--- config.mk ---
export PLATFORM = sky130hd
export DESIGN_NAME = emc_extension_mode_control
export DESIGN_NICKNAME = d
export VERILOG_FILES = /design/src/emc_pkg.sv /design/src/emc_extension_mode_control.sv
export SDC_FILE = /design/constraint.sdc
export NUM_CORES = 1
export LEC_CHECK = 0
export BUFFER_PORTS_ARGS = -buffer_cell sky130_fd_sc_hd__buf_2
export CAP_MARGIN = 0
export CORE_MARGIN = 2
export CORE_UTILIZATION = 51
export CTS_BUF_LIST = sky130_fd_sc_hd__clkbuf_4 sky130_fd_sc_hd__clkbuf_8
export DETAILED_ROUTE_END_ITERATION = 6
export GPL_TIMING_DRIVEN = 0
export PLACE_DENSITY = 0.91
export SYNTH_ARGS = -nofsm -noshare
export SYNTH_HDL_FRONTEND = slang
export SYNTH_SLANG_ARGS = --single-unit
--- constraint.sdc ---
create_clock -name ref_clk -period 7.7 [get_ports ref_clk]
set_input_delay 0.77 -clock ref_clk [delete_from_list [all_inputs] [get_ports ref_clk]]
set_output_delay 0.77 -clock ref_clk [all_outputs]
set_load 0.005 [all_outputs]
--- src/emc_pkg.sv ---
// Shared constants for the extension mode control block
package emc_pkg;

  // Control port geometry
  localparam int ADDR_W = 9;
  localparam int DATA_W = 16;

  // Data path widths
  localparam int IN_W = 12;
  localparam int OUT_W = 24;

  // Extension register address on the control port
  localparam logic [8:0] EXT_ADDR = 9'h00C;

  // Field positions inside the extension register
  localparam int BIT_INV_AIN = 0;
  localparam int BIT_INV_BIN = 1;
  localparam int BIT_INV_AOUT = 2;
  localparam int BIT_INV_BOUT = 3;
  localparam int BIT_DET_OFF = 4;
  localparam int BIT_FORCE_PD = 5;
  localparam int BIT_PD_STAT = 8;

  // Writable field width and reset value
  localparam logic [5:0] CTL_RESET = 6'h00;
  localparam int CTL_W = 6;

  // Clock period and clock loss time
  localparam int CLK_PERIOD_NS = 8;
  localparam int LOSS_TIME_NS = 1000;
  // Least time, so round up to whole cycles
  localparam int LOSS_CYC = (LOSS_TIME_NS + CLK_PERIOD_NS - 1) / CLK_PERIOD_NS;
  localparam int CNT_W = 8;
  localparam logic [7:0] LOSS_CNT = 8'(LOSS_CYC);

  // Strobe mode selection states
  typedef enum logic [1:0] {
    MODE_STRAP = 2'b00,
    MODE_LEGACY = 2'b01,
    MODE_MEMORY = 2'b10
  } emc_mode_type;

endpackage

--- src/emc_extension_mode_control.sv ---
// How it works
// Four bits at address 12 invert data MSBs
// Inversion bits clear at reset: two's complement
// Stopped filter clock forces static power down
// Power down ends itself when clock resumes
// Detector-off bit stops automatic clock-loss power down
// Force bit powers down regardless of clock
// Detector-off and force bits clear at reset
// Read strobe grounded: legacy read/write and select
// Otherwise separate read, write, enable strobes
// Extension register lives only at address 12
// Host writes with enable and write strobe low
`timescale 1ns/100ps
`default_nettype none

module emc_extension_mode_control (
  // Clock and reset
  input wire logic ref_clk,
  input wire logic rst,
  // Control port
  input wire logic [8:0] ctl_addr,
  input wire logic [15:0] ctl_data_in,
  output logic [15:0] ctl_data_out,
  output logic ctl_data_oe,
  input wire logic chip_enable_n,
  input wire logic write_strobe_n,
  input wire logic read_strobe_n,
  // Filter clock under watch
  input wire logic filt_clk_in,
  // Input data paths
  input wire logic [11:0] a_in,
  input wire logic [11:0] b_in,
  output logic [11:0] a_in_fmt,
  output logic [11:0] b_in_fmt,
  // Output data paths
  input wire logic [23:0] a_res,
  input wire logic [23:0] b_res,
  output logic [23:0] a_out,
  output logic [23:0] b_out,
  // Power state
  output logic power_down
);

  // Strobe mode held after reset release
  emc_pkg::emc_mode_type mode_q;
  // Writable extension bits
  logic [5:0] ctl_q;
  // Previous filter clock level
  logic clk_prev_q;
  // Cycles since the last filter clock edge
  logic [7:0] idle_cnt_q;
  // Power down state
  logic pd_q;
  // Decoded strobes
  logic wr_act;
  logic rd_act;
  logic hit;
  logic clk_edge;
  logic lost;
  logic pd_d;

  // MSB inversion helper for any width up to 24 bits
  function automatic logic [23:0] flip_msb(input logic [23:0] v, input int w,
                                           input logic en);
    logic [23:0] r;
    r = v;
    if (en) begin
      r[w-1] = ~v[w-1];
    end
    return r;
  endfunction

  // Mode latch: strap sampled on the first edge after reset release
  always_ff @(posedge ref_clk or posedge rst) begin
    if (rst) begin
      mode_q <= emc_pkg::MODE_STRAP;
    end else begin
      case (mode_q)
        // Grounded read strobe picks legacy mode
        emc_pkg::MODE_STRAP: begin
          if (!read_strobe_n) begin
            mode_q <= emc_pkg::MODE_LEGACY;
          end else begin
            mode_q <= emc_pkg::MODE_MEMORY;
          end
        end
        // Modes stay until the next reset
        emc_pkg::MODE_LEGACY: mode_q <= emc_pkg::MODE_LEGACY;
        emc_pkg::MODE_MEMORY: mode_q <= emc_pkg::MODE_MEMORY;
        default: mode_q <= emc_pkg::MODE_STRAP;
      endcase
    end
  end

  // Strobe decode per mode
  always_comb begin
    wr_act = 1'b0;
    rd_act = 1'b0;
    if (mode_q == emc_pkg::MODE_LEGACY) begin
      // Write pin acts as read/write select, enable as select
      wr_act = !chip_enable_n && !write_strobe_n;
      rd_act = !chip_enable_n && write_strobe_n;
    end else if (mode_q == emc_pkg::MODE_MEMORY) begin
      // Separate memory style strobes
      wr_act = !chip_enable_n && !write_strobe_n;
      rd_act = !chip_enable_n && !read_strobe_n && write_strobe_n;
    end
  end

  // Address match to the extension register only
  assign hit = (ctl_addr == emc_pkg::EXT_ADDR);

  // Extension register: follows data while both strobes are low
  always_ff @(posedge ref_clk or posedge rst) begin
    if (rst) begin
      ctl_q <= emc_pkg::CTL_RESET;
    end else if (wr_act && hit) begin
      ctl_q <= ctl_data_in[5:0];
    end
  end

  // Read back: register bits plus power down status
  always_ff @(posedge ref_clk or posedge rst) begin
    if (rst) begin
      ctl_data_out <= 16'h0000;
      ctl_data_oe <= 1'b0;
    end else begin
      ctl_data_oe <= rd_act && hit;
      ctl_data_out <= 16'h0000;
      if (rd_act && hit) begin
        ctl_data_out[5:0] <= ctl_q;
        ctl_data_out[emc_pkg::BIT_PD_STAT] <= pd_q;
      end
    end
  end

  // Filter clock edge seen on the sampled pin
  assign clk_edge = (filt_clk_in != clk_prev_q);
  assign lost = (idle_cnt_q == emc_pkg::LOSS_CNT);

  // Idle counter: saturates once the clock counts as lost
  always_ff @(posedge ref_clk or posedge rst) begin
    if (rst) begin
      clk_prev_q <= 1'b0;
      idle_cnt_q <= 8'h00;
    end else begin
      clk_prev_q <= filt_clk_in;
      if (clk_edge) begin
        idle_cnt_q <= 8'h00;
      end else if (!lost) begin
        idle_cnt_q <= idle_cnt_q + 8'h01;
      end
    end
  end

  // Power down decision
  always_comb begin
    pd_d = 1'b0;
    if (ctl_q[emc_pkg::BIT_FORCE_PD]) begin
      pd_d = 1'b1;
    end else if (!ctl_q[emc_pkg::BIT_DET_OFF]) begin
      // Leaves by itself as soon as an edge clears the count
      pd_d = lost && !clk_edge;
    end
  end

  // Power state register
  always_ff @(posedge ref_clk or posedge rst) begin
    if (rst) begin
      pd_q <= 1'b0;
    end else begin
      pd_q <= pd_d;
    end
  end

  assign power_down = pd_q;

  // Input paths: MSB inversion, frozen while powered down
  always_ff @(posedge ref_clk or posedge rst) begin
    if (rst) begin
      a_in_fmt <= 12'h000;
      b_in_fmt <= 12'h000;
    end else if (!pd_q) begin
      // Helper works at full width; keep only the input word on purpose
      a_in_fmt <= 12'(flip_msb({12'h000, a_in}, emc_pkg::IN_W,
                               ctl_q[emc_pkg::BIT_INV_AIN]));
      b_in_fmt <= 12'(flip_msb({12'h000, b_in}, emc_pkg::IN_W,
                               ctl_q[emc_pkg::BIT_INV_BIN]));
    end
  end

  // Output paths: MSB inversion, frozen while powered down
  always_ff @(posedge ref_clk or posedge rst) begin
    if (rst) begin
      a_out <= 24'h000000;
      b_out <= 24'h000000;
    end else if (!pd_q) begin
      a_out <= flip_msb(a_res, emc_pkg::OUT_W, ctl_q[emc_pkg::BIT_INV_AOUT]);
      b_out <= flip_msb(b_res, emc_pkg::OUT_W, ctl_q[emc_pkg::BIT_INV_BOUT]);
    end
  end
endmodule // emc_extension_mode_control

`default_nettype wire

==> results.md <==
- DRC: 0
- CTS resizes: 0
- Cell family with most CP delay: flip-flops
- Layout cells sized above 1: between 60% and 70%
- Total CTS buffers: 9
- RSZ-0062 raised after global routing: false
- Synth Instances: 270
- Clk pin slew, worst setup/hold paths: 0.10 ns
- Syn_area_per_cell: approximately 14 µm²
- Top FF cell, synth: dfrtp_1
- Tot GR Track Use: a little over a fifth
- Largest net degree at the start of global routing: 55
- Maxcap violations: 0
- Comb pwr share: 10.5%
- Hold Vio Cnt, Final: 0
- Sw Pwr: 0.239 mW
- PD cells: between 200 and 250 mW/mm²
- Final worst path period need: ~1.7 ns
- CP arrival: roughly 0.9 ns
- Vias in the first global route: 2888
- Synthesized cell area: 0.00391 mm²
- Hold-fix buffers, CTS: 0
- Status: finished, final reports clean
- WL final: 8.62 mm
- Internal Power: ~0.84 mW
- Synth warn: 0
- Crit path largest cell delay: 0.41 ns
- RD Place Congestion: approximately 0.76
- Most frequent cell after synthesis: dfrtp_1
- Post-DP HPWL: 6.74 mm
- Area leader, netlist: dfrtp_1
- Core area: between 0.007 and 0.008 mm²
- Final setup violation count: 0
- VDD IR-drop max: around 0.12 mV
- Drt pass-1 iters: 4
- Synth unique cells: 33
- Post-synth EDFFs: 0
- Post-route insts no fill: roughly 570
- Total number of vias: about 2800
- Post-synthesis sequential element count: between 90 and 100
- Setup TNS: 0 ns
- Port bufs: approximately 170
- Nets: between 500 and 600
- Placed inst area: 0.00496 mm²
- Die area: around 0.0084 mm²
- H-tree levels: 3
- Placed insts: roughly 550
- Crit-path cells: buf_2
- Row cnt: 31
- Top cells by area, synth: dfrtp_1 63%, mux2_2 20%, mux2_4 2.3%, buf_4 2.1%, nor3_1 1.2%
- Synth cell count leaders: 98 x dfrtp_1, 68 x mux2_2, 11 x buf_4, 11 x inv_1, 10 x nand2_1
- Area Overhead vs Synth: 33.5%
- Worst-case clock buffer depth: 2
- Antenna Nets Post-Route: 0
- Clock skew: 0.0133 ns
- Worst Tran Pin Value: between 0.5 and 0.6 ns
- Ports: slightly below 200
- Critical Path End Type: primary output
- Initial Util: between 50% and 60%
- GR Overflow Total: 0
- Critical Path RT: 6.93 ns
- CTS tree: yes
- Die height: 91.5 µm
- Root Buffer: clkbuf_8
- Final period util: between 20% and 30%
- FMAX: between 600 and 700 MHz
- Clock Latency Late Sink: 0.35 ns
- First DRT Iteration DRCs: 110
- Postcts setup bufs: 0
- Max FO, Critical Path: 2
- Post-route cell area: 0.00522 mm²
- First-pass GRT wire length: 14.1 mm
- Final Slew Violations: 0
- Clock power share: a little under two fifths
- Critical Path Source Type: flip-flop
- Switching Fraction: ~22%
- WP buf/inv: 1
- WL/cell: 15.2 µm
- Antenna violations before repair: 0
- Leak: between 2 and 3 nW
- Top-area cell type share of the netlist area: between 60% and 70%
- CP max stage cell: dfrtp_1
- N_diodes: 0
- Clk sinks: slightly below 100
- Ys async rst share: 100%
- Die X: 91.5 µm
- Crit path kind: reg2out
- Slew headroom: a little over three fifths
- Seq/Total Area, Yosys: 62.8%
- Sequential power share: roughly half
- Via/cell ratio: roughly 4.9
- Worst Hold Class: reg2reg
-- cell usage in the layout (no fill, tap or decap), drive strengths merged --
cell type  netlist  routed
clkinv           0       1
nor2             4       4
mux2            74      74
conb             1       9
nor3             9       9
nor4             1       1
a211oi           2       2
o2111a           1       1
or3              1       1
nand4            2       2
o21bai           1       1
dfrtp           98      98
and4             2       2
nor2b            1       1
o21ai            7       7
a311oi           1       1
nand2           10      10
xor2             2       2
a21boi           1       1
and3             3       3
ha               2       2
a31oi            4       4
and3b            1       1
xnor2            5       5
clkbuf           1      12
o31ai            1       1
mux2i            1       1
bufinv           0       3
and4bb           1       1
buf             20     194
inv             11      12
a21oi            2       2
-- final timing paths --
kind | startpoint | to | slack, ns | cells past startpoint
worst max-delay path | a_out[8] | a_out[8] | 6.04 | 1
worst min-delay path | mode_q[0] | mode_q[1] | 0.48 | 1
worst max register to register | idle_cnt_q[1] | power_down | 6.06 | 6
worst min register to register | mode_q[0] | mode_q[1] | 0.48 | 1
max in group asynchronous | rst | clk_prev_q | 6.55 | 3
min in group asynchronous | rst | b_in_fmt[6] | 0.49 | 2
-- cells by family after synthesis --
| logic type | after synthesis | share of synthesized area (%) |
|---|---|---|
| simple gates | 35 | 4.93 |
| flops | 98 | 62.8 |
| compound gates | 20 | 3.27 |
| buf+inv | 32 | 4.58 |
| mux | 75 | 22.2 |
| fa+ha+maj | 2 | 0.640 |
| other cells | 1 | 0.0960 |
| xor+xnor | 7 | 1.57 |
-- layout make-up --
| class | instances | area [µm²] |
|---|---|---|
| buffer | 21 | 138 |
| clock buffer | 11 | 151 |
| clock inverter | 5 | 108 |
| fill | 523 | 2110 |
| inverter | 11 | 43.8 |
| multi-input combinational | 148 | 1310 |
| sequential | 98 | 2450 |
| tap | 99 | 124 |
| timing repair buffer | 174 | 893 |
-- state kept, by name, summed over array words and instances (netlist names), 2 cells and up --
signal	count
ctl_q	6
a_out	24
mode_q	2
b_out	24
ctl_data_out	7
b_in_fmt	12
a_in_fmt	12
idle_cnt_q	8
-- through the flow --
step           utilization [%]  total power [mW]  setup slack (ns)  hold WS [ns]
2_1_floorplan                -             0.623              4.37         0.442
3_3_place_gp              67.2             0.673              3.46         0.456
3_5_place_dp              67.6             0.684              5.70         0.469
4_1_cts                   71.2              1.09              6.03         0.485
5_1_grt                   71.2              1.13              5.88         0.511
6_report                  71.2              1.08              6.04         0.481
-- power groups by stage --
stage	sequential, mW	combinational [mW]	clock (mW)
2_1_floorplan	0.569	0.0544	0
3_3_place_gp	0.566	0.106	0
3_5_place_dp	0.569	0.115	0
4_1_cts	0.559	0.115	0.416
5_1_grt	0.562	0.126	0.438
6_report	0.559	0.113	0.406
-- layer usage --
metal | wire length, µm | GRT usage, %
met1 | 3230 | 24.7
met2 | 4770 | 39.0
met3 | 492 | 3.40
met4 | 117 | 6.44
met5 | 0 | 0
Power figures use the tool's default switching activity.
